### config.mk
export PLATFORM = sky130hd
export DESIGN_NAME = wsc_watchdog_sleep
export DESIGN_NICKNAME = d
export VERILOG_FILES = /design/src/rtl/wsc_pkg.sv /design/src/rtl/wsc_watchdog_sleep.sv
export SDC_FILE = /design/constraint.sdc
export NUM_CORES = 1
export LEC_CHECK = 0
export ABC_AREA = 0
export ABC_CLOCK_PERIOD_IN_PS = 4590
export BUFFER_PORTS_ARGS = -buffer_cell sky130_fd_sc_hd__clkbuf_2
export CELL_PAD_IN_SITES_DETAIL_PLACEMENT = 2
export CELL_PAD_IN_SITES_GLOBAL_PLACEMENT = 2
export CORE_UTILIZATION = 33
export DETAILED_ROUTE_END_ITERATION = 8
export GPL_TIMING_DRIVEN = 1
export HOLD_SLACK_MARGIN = 0.03
export PLACE_DENSITY_LB_ADDON = 0.1
export SLEW_MARGIN = 20
export SYNTH_ARGS = -nofsm -noshare
export SYNTH_HDL_FRONTEND = slang
export SYNTH_SLANG_ARGS = --single-unit
### constraint.sdc
create_clock -name i_clk -period 4.59 [get_ports i_clk]
set_input_delay 0.918 -clock i_clk [delete_from_list [all_inputs] [get_ports i_clk]]
set_output_delay 0.918 -clock i_clk [all_outputs]
set_load 0.05 [all_outputs]
### src/rtl/wsc_pkg.sv
package wsc_pkg;
  localparam int ADDR_W = 14;
  localparam int DATA_W = 8;
  localparam int N_WAKE = 9;

  // register map
  localparam logic [ADDR_W-1:0] STATUS_ADDR = 14'h0003;
  localparam logic [ADDR_W-1:0] IRQCTL_ADDR = 14'h000B;
  localparam logic [ADDR_W-1:0] OPTION_ADDR = 14'h0081;
  localparam logic [ADDR_W-1:0] PIE_LO_ADDR = 14'h008C;
  localparam logic [ADDR_W-1:0] PIE_HI_ADDR = 14'h008D;
  localparam logic [ADDR_W-1:0] CONFIG_ADDR = 14'h2007;

  // option_control fields
  localparam int OPT_PS_LSB = 0;
  localparam int OPT_PS_W   = 3;
  localparam int OPT_PSA    = 3;
  localparam int OPT_EDGE   = 6;

  // irq_control_reg fields
  localparam int IRQ_GIE  = 7;
  localparam int IRQ_PEIE = 6;
  localparam int IRQ_T0IE = 5;
  localparam int IRQ_INTE = 4;
  localparam int IRQ_RBIE = 3;
  localparam int IRQ_T0IF = 2;
  localparam int IRQ_INTF = 1;
  localparam int IRQ_RBIF = 0;

  // status fields
  localparam int ST_TO = 4;
  localparam int ST_PD = 3;

  // device_config_word fields
  localparam int CFG_WATCHDOG_ENABLE_FUSE = 2;

  // reset values
  localparam logic [DATA_W-1:0] OPTION_RST = 8'hFF;
  localparam logic [DATA_W-1:0] IRQCTL_RST = 8'h00;
  localparam logic [N_WAKE-1:0] PIE_RST    = 9'h000;
  localparam logic [DATA_W-1:0] CONFIG_RST = 8'hFF;

  localparam logic [12:0] VECTOR_ADDR = 13'h0004;

  typedef enum logic [1:0] {
    WSC_RUN   = 2'b01,
    WSC_SLEEP = 2'b10
  } wsc_state_e;
endpackage

### src/rtl/wsc_watchdog_sleep.sv
// Operation
// - vectoring pushes only the return PC
// - watchdog counts its own RC oscillator
// - run-mode time-out causes watchdog device reset
// - sleep time-out wakes and resumes execution
// - every time-out clears the time-out flag
// - cleared enable fuse disables watchdog entirely
// - shared prescaler, option selects watchdog or timer
// - clear/sleep instruction clears watchdog and postscaler
// - clearing keeps the prescaler assignment
// - sleep clears watchdog, PD low, TO high, osc off
// - pins hold their drive state in sleep
// - wake on master clear, time-out or interrupt
// - master clear resets, others continue execution
// - PD set at power-up, cleared on sleep
// - only clockless peripherals can wake the device
// - clocked peripherals raise nothing during sleep
// - sleep instruction prefetches the next address
// - enabled source wakes regardless of global enable
// - after wake, run next instruction then vector
// - global enable bit 7 gates all vectoring
// - pending enabled interrupt makes sleep a no-op
//
// Local design decision: the plain strobed port.
`timescale 1ns/100ps
module wsc_watchdog_sleep #(
  parameter int WDT_BASE_TICKS = 1024
) (
  // clock and reset
  input  wire logic                        i_clk,
  input  wire logic                        i_rst_n,
  // register port
  input  wire logic [wsc_pkg::ADDR_W-1:0]  i_addr,
  input  wire logic [wsc_pkg::DATA_W-1:0]  i_wdata,
  input  wire logic                        i_wr,
  input  wire logic                        i_rd,
  output logic      [wsc_pkg::DATA_W-1:0]  o_rdata,
  // configuration strap
  input  wire logic [wsc_pkg::DATA_W-1:0]  i_config_word,
  // pins
  input  wire logic                        i_wdt_osc,
  input  wire logic                        i_master_clear_pin_n,
  input  wire logic                        i_ext_irq,
  // instruction sequencer
  input  wire logic                        i_clear_watchdog_instr,
  input  wire logic                        i_sleep,
  input  wire logic                        i_instr_done,
  output logic                             o_prefetch_next,
  output logic                             o_vector,
  output logic                             o_wake,
  output logic                             o_dev_reset,
  output logic                             o_wdt_reset,
  // power control
  output logic                             o_sleeping,
  output logic                             o_main_osc_en,
  output logic                             o_io_hold,
  // event sources
  input  wire logic                        i_port_change,
  input  wire logic                        i_t0_tick,
  input  wire logic                        i_t0_overflow,
  input  wire logic [wsc_pkg::N_WAKE-1:0]  i_periph_flag,
  input  wire logic                        i_clocked_irq,
  output logic                             o_t0_inc
);
  import wsc_pkg::*;

  // the real period is only known as an electrical spread, so the terminal
  // count is a parameter; simulation runs with a short one to save cycles
  localparam int CNT_W = $clog2(WDT_BASE_TICKS);
  localparam logic [CNT_W-1:0] BASE_LAST = CNT_W'(WDT_BASE_TICKS - 1);

  // 2^(ps+extra) - 1: watchdog ratio 1:1..1:128, timer ratio 1:2..1:256
  function automatic logic [7:0] ps_limit(input logic [OPT_PS_W-1:0] ps, input logic extra);
    logic [8:0] one_hot;
    one_hot  = 9'h001 << ({1'b0, ps} + {3'b000, extra});
    ps_limit = 8'(one_hot - 9'h001);
  endfunction

  wsc_state_e              state;
  logic [DATA_W-1:0]       option;
  logic [DATA_W-1:0]       irqctl;
  logic [N_WAKE-1:0]       pie;
  logic [DATA_W-1:0]       cfg;
  logic                    cfg_loaded;
  logic                    to_flag;
  logic                    pd_flag;
  logic [CNT_W-1:0]        wdt_cnt;
  logic [7:0]              psc;
  logic [2:0]              osc_s;
  logic [2:0]              master_clear_pin_s;
  logic [2:0]              ext_s;
  logic                    osc_lvl;
  logic                    osc_lvl_d;
  logic                    master_clear_pin_lvl;
  logic                    master_clear_pin_lvl_d;
  logic                    ext_lvl;
  logic                    ext_lvl_d;

  logic                    asleep;
  logic                    osc_tick;
  logic                    master_clear_pin_event;
  logic                    ext_edge;
  logic                    prescaler_assign_sel;
  logic [OPT_PS_W-1:0]     ps;
  logic                    wdt_en;
  logic                    base_to;
  logic                    wdt_timeout;
  logic                    periph_pend;
  logic                    pending_int;
  logic                    sleep_enter;
  logic                    run_wdt_reset;
  logic                    soft_rst;
  logic                    wdt_clear;
  logic                    vector_now;
  logic                    t0_tick_ok;
  logic                    t0_hit;
  logic [DATA_W-1:0]       next_irqctl;
  logic [DATA_W-1:0]       status_rd;

  // pin synchronisers; a level counts once stages two and three agree
  always_ff @(posedge i_clk) begin
    if (!i_rst_n) begin
      osc_s      <= 3'h0;
      master_clear_pin_s     <= 3'h7;
      ext_s      <= 3'h0;
      osc_lvl    <= 1'b0;
      master_clear_pin_lvl   <= 1'b1;
      ext_lvl    <= 1'b0;
      osc_lvl_d  <= 1'b0;
      master_clear_pin_lvl_d <= 1'b1;
      ext_lvl_d  <= 1'b0;
    end else begin
      osc_s      <= {osc_s[1:0], i_wdt_osc};
      master_clear_pin_s     <= {master_clear_pin_s[1:0], i_master_clear_pin_n};
      ext_s      <= {ext_s[1:0], i_ext_irq};
      if (osc_s[2] == osc_s[1]) begin
        osc_lvl <= osc_s[2];
      end
      if (master_clear_pin_s[2] == master_clear_pin_s[1]) begin
        master_clear_pin_lvl <= master_clear_pin_s[2];
      end
      if (ext_s[2] == ext_s[1]) begin
        ext_lvl <= ext_s[2];
      end
      osc_lvl_d  <= osc_lvl;
      master_clear_pin_lvl_d <= master_clear_pin_lvl;
      ext_lvl_d  <= ext_lvl;
    end
  end

  // the RC oscillator is sampled, never used as a clock, so the
  // always-on i_clk must keep running while the core clock is stopped
  assign osc_tick   = osc_lvl & ~osc_lvl_d;
  assign master_clear_pin_event = ~master_clear_pin_lvl & master_clear_pin_lvl_d;
  assign ext_edge   = option[OPT_EDGE] ? (ext_lvl & ~ext_lvl_d) : (~ext_lvl & ext_lvl_d);


  assign asleep = (state == WSC_SLEEP);
  assign prescaler_assign_sel    = option[OPT_PSA];
  assign ps     = option[OPT_PS_LSB +: OPT_PS_W];
  assign wdt_en = cfg[CFG_WATCHDOG_ENABLE_FUSE];

  // clocked peripherals are silenced in sleep; listed sources are clockless
  assign periph_pend = irqctl[IRQ_PEIE] & ((|(pie & i_periph_flag))
                                           | (i_clocked_irq & ~asleep));

  // independent of the global enable, so it serves wake-up too
  assign pending_int = (irqctl[IRQ_T0IE] & irqctl[IRQ_T0IF])
                     | (irqctl[IRQ_INTE] & irqctl[IRQ_INTF])
                     | (irqctl[IRQ_RBIE] & irqctl[IRQ_RBIF])
                     | periph_pend;

  assign base_to     = osc_tick & (wdt_cnt == BASE_LAST);
  assign wdt_timeout = wdt_en & base_to & (~prescaler_assign_sel | (psc == ps_limit(ps, 1'b0)));

  assign run_wdt_reset = wdt_timeout & ~asleep;
  assign soft_rst      = run_wdt_reset | master_clear_pin_event;
  assign sleep_enter   = i_sleep & ~asleep & ~pending_int & ~soft_rst;
  assign wdt_clear     = i_clear_watchdog_instr | sleep_enter | soft_rst;

  assign vector_now = ~asleep & i_instr_done & irqctl[IRQ_GIE] & pending_int & ~soft_rst;

  // the timer has no clock in sleep, so its ticks are ignored there

  assign t0_tick_ok = i_t0_tick & ~prescaler_assign_sel & ~asleep;
  assign t0_hit     = t0_tick_ok & (psc == ps_limit(ps, 1'b1));

  // configuration fuse is caught once, after reset release
  // a later change of the strap has no effect until the next power-on reset
  always_ff @(posedge i_clk) begin
    if (!i_rst_n) begin
      cfg        <= CONFIG_RST;
      cfg_loaded <= 1'b0;
    end else if (!cfg_loaded) begin
      cfg        <= i_config_word;
      cfg_loaded <= 1'b1;
    end
  end

  // base watchdog counter
  // a soft reset clears it too, so a watchdog reset never repeats at once
  always_ff @(posedge i_clk) begin
    if (!i_rst_n) begin
      wdt_cnt <= '0;
    end else if (wdt_clear) begin
      wdt_cnt <= '0;
    end else if (osc_tick) begin
      wdt_cnt <= base_to ? '0 : CNT_W'(wdt_cnt + 1'b1);
    end
  end

  // shared prescaler: postscaler on time-outs or prescaler on timer ticks
  // limitation: a clear while the prescaler serves the timer leaves its count,
  // so the timer's phase survives clear-watchdog and sleep
  always_ff @(posedge i_clk) begin
    if (!i_rst_n) begin
      psc <= 8'h00;
    end else if (wdt_clear && prescaler_assign_sel) begin
      psc <= 8'h00;
    end else if (prescaler_assign_sel && base_to) begin
      psc <= wdt_timeout ? 8'h00 : 8'(psc + 1'b1);
    end else if (t0_tick_ok) begin
      psc <= t0_hit ? 8'h00 : 8'(psc + 1'b1);
    end
  end

  always_ff @(posedge i_clk) begin
    if (!i_rst_n) begin
      o_t0_inc <= 1'b0;
    end else begin
      o_t0_inc <= t0_hit;
    end
  end

  // sleep state machine
  // every wake source leaves sleep here; only master clear also resets,
  // the rest resume with the instruction that was prefetched
  always_ff @(posedge i_clk) begin
    if (!i_rst_n) begin
      state <= WSC_RUN;
    end else begin
      case (state)
        WSC_RUN: begin
          if (sleep_enter) begin
            state <= WSC_SLEEP;
          end
        end
        WSC_SLEEP: begin
          if (master_clear_pin_event || wdt_timeout || pending_int) begin
            state <= WSC_RUN;
          end
        end
        default: begin
          state <= WSC_RUN;
        end
      endcase
    end
  end

  // decoded from the state register alone so none of these can glitch

  assign o_sleeping    = asleep;
  assign o_main_osc_en = ~asleep;
  assign o_io_hold     = asleep;

  // sequencer pulses
  always_ff @(posedge i_clk) begin
    if (!i_rst_n) begin
      o_prefetch_next <= 1'b0;
      o_vector        <= 1'b0;
      o_wake          <= 1'b0;
      o_dev_reset     <= 1'b0;
      o_wdt_reset     <= 1'b0;
    end else begin
      o_prefetch_next <= i_sleep & ~asleep;
      // only the return PC goes on the stack; W, status, page latch are software's
      o_vector        <= vector_now;
      o_wake          <= asleep & ~master_clear_pin_event & (wdt_timeout | pending_int);
      o_dev_reset     <= soft_rst;
      o_wdt_reset     <= run_wdt_reset;
    end
  end

  // status flags: time-out clear beats a same-cycle sleep entry
  // master clear keeps both flags and a watchdog reset clears only TO, which is how software tells the causes apart
  always_ff @(posedge i_clk) begin
    if (!i_rst_n) begin
      to_flag <= 1'b1;
      pd_flag <= 1'b1;
    end else begin
      if (wdt_timeout) begin
        to_flag <= 1'b0;
      end else if (sleep_enter) begin
        to_flag <= 1'b1;
      end
      if (sleep_enter) begin
        pd_flag <= 1'b0;
      end
    end
  end

  // irq control: hardware sets win over a software clear in the same cycle
  // so an edge arriving while software clears a flag is never lost
  always_comb begin
    next_irqctl = irqctl;
    if (i_wr && i_addr == IRQCTL_ADDR) begin
      next_irqctl = i_wdata;
    end
    if (vector_now) begin
      next_irqctl[IRQ_GIE] = 1'b0;
    end
    if (ext_edge) begin
      next_irqctl[IRQ_INTF] = 1'b1;
    end
    if (i_port_change) begin
      next_irqctl[IRQ_RBIF] = 1'b1;
    end
    if (i_t0_overflow && !asleep) begin
      next_irqctl[IRQ_T0IF] = 1'b1;
    end
  end

  always_ff @(posedge i_clk) begin
    if (!i_rst_n || soft_rst) begin
      irqctl <= IRQCTL_RST;
    end else begin
      irqctl <= next_irqctl;
    end
  end

  // option and wake-enable registers; a clear never touches the assignment bit
  always_ff @(posedge i_clk) begin
    if (!i_rst_n || soft_rst) begin
      option <= OPTION_RST;
      pie    <= PIE_RST;
    end else if (i_wr) begin
      if (i_addr == OPTION_ADDR) begin
        option <= i_wdata;
      end
      if (i_addr == PIE_LO_ADDR) begin
        pie[DATA_W-1:0] <= i_wdata;
      end
      if (i_addr == PIE_HI_ADDR) begin
        pie[N_WAKE-1] <= i_wdata[0];
      end
    end
  end

  // status reads back only the two power flags; the rest read zero

  always_comb begin
    status_rd        = '0;
    status_rd[ST_TO] = to_flag;
    status_rd[ST_PD] = pd_flag;
  end

  // read data valid only in the cycle after the strobe; unmapped reads zero
  always_ff @(posedge i_clk) begin
    if (!i_rst_n) begin
      o_rdata <= '0;
    end else if (i_rd) begin
      case (i_addr)
        STATUS_ADDR: o_rdata <= status_rd;
        IRQCTL_ADDR: o_rdata <= irqctl;
        OPTION_ADDR: o_rdata <= option;
        PIE_LO_ADDR: o_rdata <= pie[DATA_W-1:0];
        PIE_HI_ADDR: o_rdata <= {{(DATA_W-1){1'b0}}, pie[N_WAKE-1]};
        CONFIG_ADDR: o_rdata <= cfg;
        default:     o_rdata <= '0;
      endcase
    end else begin
      o_rdata <= '0;
    end
  end
endmodule

-- Yosys cells after proc, flatten, opt, wreduce, memory -nomap -nowiden
Index checks and enable logic that the tools add are counted.
- output and inout port bits: 17
- bits of input ports: 53
- flip-flop bits (word level): 85
- bitwise gates (word level): 45
- shift-type cells: 2
- equal/unequal tests: 16
- mux-type cells: 17
- reductions and logical operators: 23
- add/sub/neg operators: 5
- operators with widths (cell ; count):
    8-bit one-hot mux with 6 select lines ; 1
    14-bit by 8-bit == test with 1-bit output, second input constant ; 3
    8-bit two-way mux ; 4
    1-bit bitwise AND ; 25
    8-bit == test ; 2
    8-bit by 1-bit subtractor with 8-bit output, second input constant ; 2
    14-bit == test, second input constant ; 1
    14-bit by 2-bit == test with 1-bit output, second input constant ; 1
    14-bit by 4-bit == test with 1-bit output, second input constant ; 1
    10-bit by 1-bit adder with 10-bit output, second input constant ; 1
    10-bit == test, second input constant ; 1
    10-bit two-way mux ; 1
    1-bit NOT ; 10
    2-bit AND reduction ; 5
    2-bit nonzero test ; 5
    9-bit bitwise AND ; 1
    1-bit bitwise OR ; 9
    9-bit OR reduction ; 1
    8-bit by 1-bit adder with 8-bit output, second input constant ; 1
    1-bit by 3-bit left shift with 8-bit output, first input constant ; 1
    1-bit by 4-bit left shift with 8-bit output, first input constant ; 1
    1-bit two-way mux ; 7
    2-bit OR reduction ; 3
    3-bit by 1-bit adder with 4-bit output, second input constant ; 1
    other kinds (11) ; 20

-- Longest topological paths before layout
- depth after elaboration: 13
- depth in mapped cells: 16
- depth with buffers taken out: 12

-- Worst setup path after synthesis
No wires, ideal clock.
- path type: flip-flop to flip-flop
- from: register option[1]
- to: register psc[0]
- slack: 1232 ps
- arrival time: 3209 ps
- cell stages (with the launch flop): 16
- cell sequence: dfxtp_1 > buf_2 > nand2_2 > inv_1 > ha_1 > clkbuf_1 > clkbuf_1 > nand3_1 > ha_1 > xor2_1 > nand3_1 > a211o_1 > a2111oi_0 > nand4_1 > o211ai_1 > a22oi_1
- longest elaborated chain between the ends: 13
- elaborated cells between the ends (all ways): 22
- those cells by class: 3 x add/sub; 2 x eq/ne; 2 x shift; 4 x mux; 9 x bitwise; 2 x reduce/logical
- RTL lines (element ; RTL line ; RTL):
    from (decl) ; wsc_watchdog_sleep.sv:80 ; logic [DATA_W-1:0] option;
    from (signal assigned) ; wsc_watchdog_sleep.sv:338 ; option <= i_wdata;
    1-bit by 3-bit left shift with 8-bit output ; wsc_watchdog_sleep.sv:75 ; one_hot = 9'h001 << ({1'b0, ps} + {3'b000, extra});
    8-bit by 1-bit subtractor with 8-bit output ; wsc_watchdog_sleep.sv:76 ; ps_limit = 8'(one_hot - 9'h001);
    8-bit == test ; wsc_watchdog_sleep.sv:174 ; assign wdt_timeout = wdt_en & base_to & (~prescaler_assign_sel | (psc == ps_limit(ps, 1'b0)));
    1-bit bitwise OR ; wsc_watchdog_sleep.sv:174 ;
    1-bit bitwise AND ; wsc_watchdog_sleep.sv:174 ;
    1-bit bitwise AND ; wsc_watchdog_sleep.sv:176 ; assign run_wdt_reset = wdt_timeout & ~asleep;
    1-bit bitwise OR ; wsc_watchdog_sleep.sv:177 ; assign soft_rst = run_wdt_reset | master_clear_pin_event;
    1-bit NOT ; wsc_watchdog_sleep.sv:178 ; assign sleep_enter = i_sleep & ~asleep & ~pending_int & ~soft_rst;
    1-bit bitwise AND ; wsc_watchdog_sleep.sv:178 ;
    1-bit bitwise OR (2 in a row) ; wsc_watchdog_sleep.sv:179 ; assign wdt_clear = i_clear_watchdog_instr | sleep_enter | soft_rst;
    1-bit logical AND ; wsc_watchdog_sleep.sv:218 ; end else if (wdt_clear && prescaler_assign_sel) begin
    2-bit OR reduction (no source line) ; -- ;
    to (signal assigned) ; wsc_watchdog_sleep.sv:221 ; psc <= wdt_timeout ? 8'h00 : 8'(psc + 1'b1);
    to (signal assigned) ; wsc_watchdog_sleep.sv:223 ; psc <= t0_hit ? 8'h00 : 8'(psc + 1'b1);
    to (decl) ; wsc_watchdog_sleep.sv:88 ; logic [7:0] psc;
Several ways; a longest one is shown, not always the timed one. The select of a mux whose other input is x is not followed.
A chain may end at the register's enable or synchronous reset.

-- Worst setup path in the final report
- from: register option[0]
- to: register psc[0]
Same word-level chain as after synthesis.

==> impl_metrics.toml <==
[power]
power_frac_comb = 0.046
ir_drop_uv = 201
powerDensity_nw_per_um2 = 321
p_leak_nw = 1.98
intPower_w = 0.00127
power_frac_seq = 0.461
p_sw_frac = 0.232
clockPowerShare = 0.493
switching_power_w = 0.000383

[place]
placed_area_sq_um = 4810
numPortBuffers = 69
place_hpwl_um = 10800
place_congestion = 0.758

[floorplanning]
die_w_um = 117
rows = 41
initial_utilization = 0.341
design.die.area_sq_um = 13600
ioPinCount = 70
die_y_um = 117
core_area_sq_um = 12700

[setup_path]
critPathRequiredTime_ns = 4.78
startpoint = "option[0]"
worstReg2RegEnd = "psc[0]"
worstPathArrival_ns = 3.86
rr_startpoint = "option[0]"
end_kind = "flop"
critPathKind = "flop to flop"
r2r_slack_ns = 0.92
crit_end = "psc[0]"
start_kind = "flop"
reg2reg_depth = 10
crit_fanout = 12

[final_layout]
drive_gt1_frac = 0.182
design_area_sq_um = 5130
antenna_cells = 0
num-nets-final = 636
syn2layout_area_growth_pct = 18.3
final_cell_mix = "dfxtp_1 (85), nand2_1 (72), clkbuf_2 (69)"
layout_commonest_cell = "dfxtp_1"

[logic_synthesis]
ys.flop_type = "dfxtp_1"
synth_xor_area_frac = 0.0381
async_flop_share = 0
synth-adder-area-share = 0.0173
yosys_register_bits = 85
syn-num-nets = 582
ys_types = 60
ys_seq_area_frac = 0.392
synth-edff-count = 0
synthMuxAreaShare = 0.0427
synth-compound-area-share = 0.185
yosys.area_share.simple = 0.278
netlist_instances = 523
syn_area_per_cell_sq_um = 8.29
yosys_warnings = 0
synth_area_sq_um = 4340
synth_top_family_by_area = "simple AND/OR/NAND/NOR gates"

[route]
drtIter0Drc = 191
drt_wl_total_um = 14600
wl_per_cell_um = 19.4
drc = 0
drtAntennaViolNets = 0
via_per_inst = 5.59
drt_pass1_iterations = 6
vias = 4212

[clocking]
cts.sinks = 85
cts_hold_buf = 0
cts_inserted_buffers = 9
clockBufferDepth = 2
root_buffer = "clkbuf_16"
clk_latency_ns = 0.35
cts_tree = "done"
h-tree-depth = 3
cts_setup_buffers = 0
clk_pin_slew_ns = 0.07
cts_resized = 0

[sta]
worst_pin_slew_ns = 0.650
post-route-min-period_ns = 3.67
rsz0062_at_grt = "false"
period_share = 0.799
drv_slew = 0
fin_tns_setup_ns = 0
skew_ns = 0.0102
relSlewSlack = 0.555
finalHoldViolCount = 0
max_freq_mhz = 273
setup_violations = 0

[global_route]
globalRouteOverflowTotal = 0
grt_pass1_wl_um = 23400
antenna_found_initial = 0
grt_pass1_vias = 4489
grt_util_all_layers = 0.228
grt_max_degree = 31

[worst_hold_path]
hold_path.class = "flop to flop"

[job]
drv_cap = 0

[outcome]
status = "finished clean"
-- cell usage after synthesis (8+ instances only) --
cell      number  share of area
nor3_1        10          0.012
a222oi_1       9          0.021
nor2_1        42          0.036
xnor2_1       10          0.020
mux2i_1       14          0.032
a21oi_1       38          0.044
and2_1        15          0.022
dfxtp_1       85           0.39
o21ai_0       14          0.016
nand3_1       28          0.032
nand3b_1      12          0.021
inv_1         16          0.014
nand2b_1      14          0.020
o211ai_1       8          0.014
clkbuf_1      20          0.017
nand2_1       72          0.062
nand4_1       11          0.016
-- layout make-up --
type,count,area [sq um]
Clock buffer,10,229
Clock inverter,6,95.1
Fill cell,1524,7590
Inverter,16,60.1
Timing Repair Buffer,76,398
Multi-Input combinational cell,389,2430
Tap cell,172,215
Sequential cell,85,1700
-- logic make-up after synthesis --
| family | after synthesis |
|---|---|
| AOI/OAI and AO/OA | 113 |
| xor gates and xnor gates | 18 |
| and+or+nand+nor | 234 |
| DFF | 85 |
| buffers and inverters | 49 |
| adders and majority gates | 6 |
| muxes | 18 |
-- registers in the layout, summed over array words and instances (netlist names), 2 cells and up --
| name | cells |
|---|---|
| cfg | 8 |
| ext_s | 3 |
| irqctl | 8 |
| master_clear_pin_s | 3 |
| o_rdata | 8 |
| option | 8 |
| osc_s | 3 |
| pie | 9 |
| psc | 8 |
| state | 2 |
| wdt_cnt | 10 |
-- how the worst min path moves through the flow --
stage,start,endpoint,slack [ns],depth (start not counted)
final,master_clear_pin_s[0],master_clear_pin_s[1],0.41,1
after floorplan,master_clear_pin_s[0],master_clear_pin_s[1],0.39,1
after global placement,master_clear_pin_s[0],master_clear_pin_s[1],0.40,1
after detailed placement,master_clear_pin_s[0],master_clear_pin_s[1],0.40,1
after CTS,master_clear_pin_s[0],master_clear_pin_s[1],0.41,1
after global routing,master_clear_pin_s[0],master_clear_pin_s[1],0.46,1
-- power groups by stage --
stage / clock [W] / sequential (W) / combinational (W)
2_1_floorplan: 0 / 0.000772 / 0.0000378
3_3_place_gp: 0 / 0.000777 / 0.0000742
3_5_place_dp: 0 / 0.000777 / 0.0000766
4_1_cts: 0.000828 / 0.000761 / 0.0000774
5_1_grt: 0.000863 / 0.000761 / 0.0000834
6_report: 0.000813 / 0.000760 / 0.0000759
-- critical path, cell delays in order (launching register included) --
cell and delay (ns):
dfxtp_1 0.54, inv_1 0.29, or3_1 0.44, ha_1 0.27, nor2b_1 0.21, a21oi_1 0.18, o22ai_1 0.13, nor4_4 0.37
a41oi_4 0.23, o31ai_2 0.65, a22oi_1 0.20
-- routing by layer --
metal,share of wire,global-route usage
met1,0.43,0.265
met2,0.50,0.400
met3,0.039,0.0431
met4,0.033,0.114
met5,0,0
-- through the flow --
step           hold WS (ns)   util  total power [W]  cells  setup slack (ns)
2_1_floorplan         0.386      -         0.000810    523              1.23
3_3_place_gp          0.398  0.378         0.000851    738              1.14
3_5_place_dp          0.397  0.378         0.000854    738             0.936
4_1_cts               0.410  0.403          0.00167    754             0.919
5_1_grt               0.457  0.403          0.00171    754             0.589
6_report              0.408  0.403          0.00165    754             0.922
No activity file was read; power rests on OpenSTA's default activity.
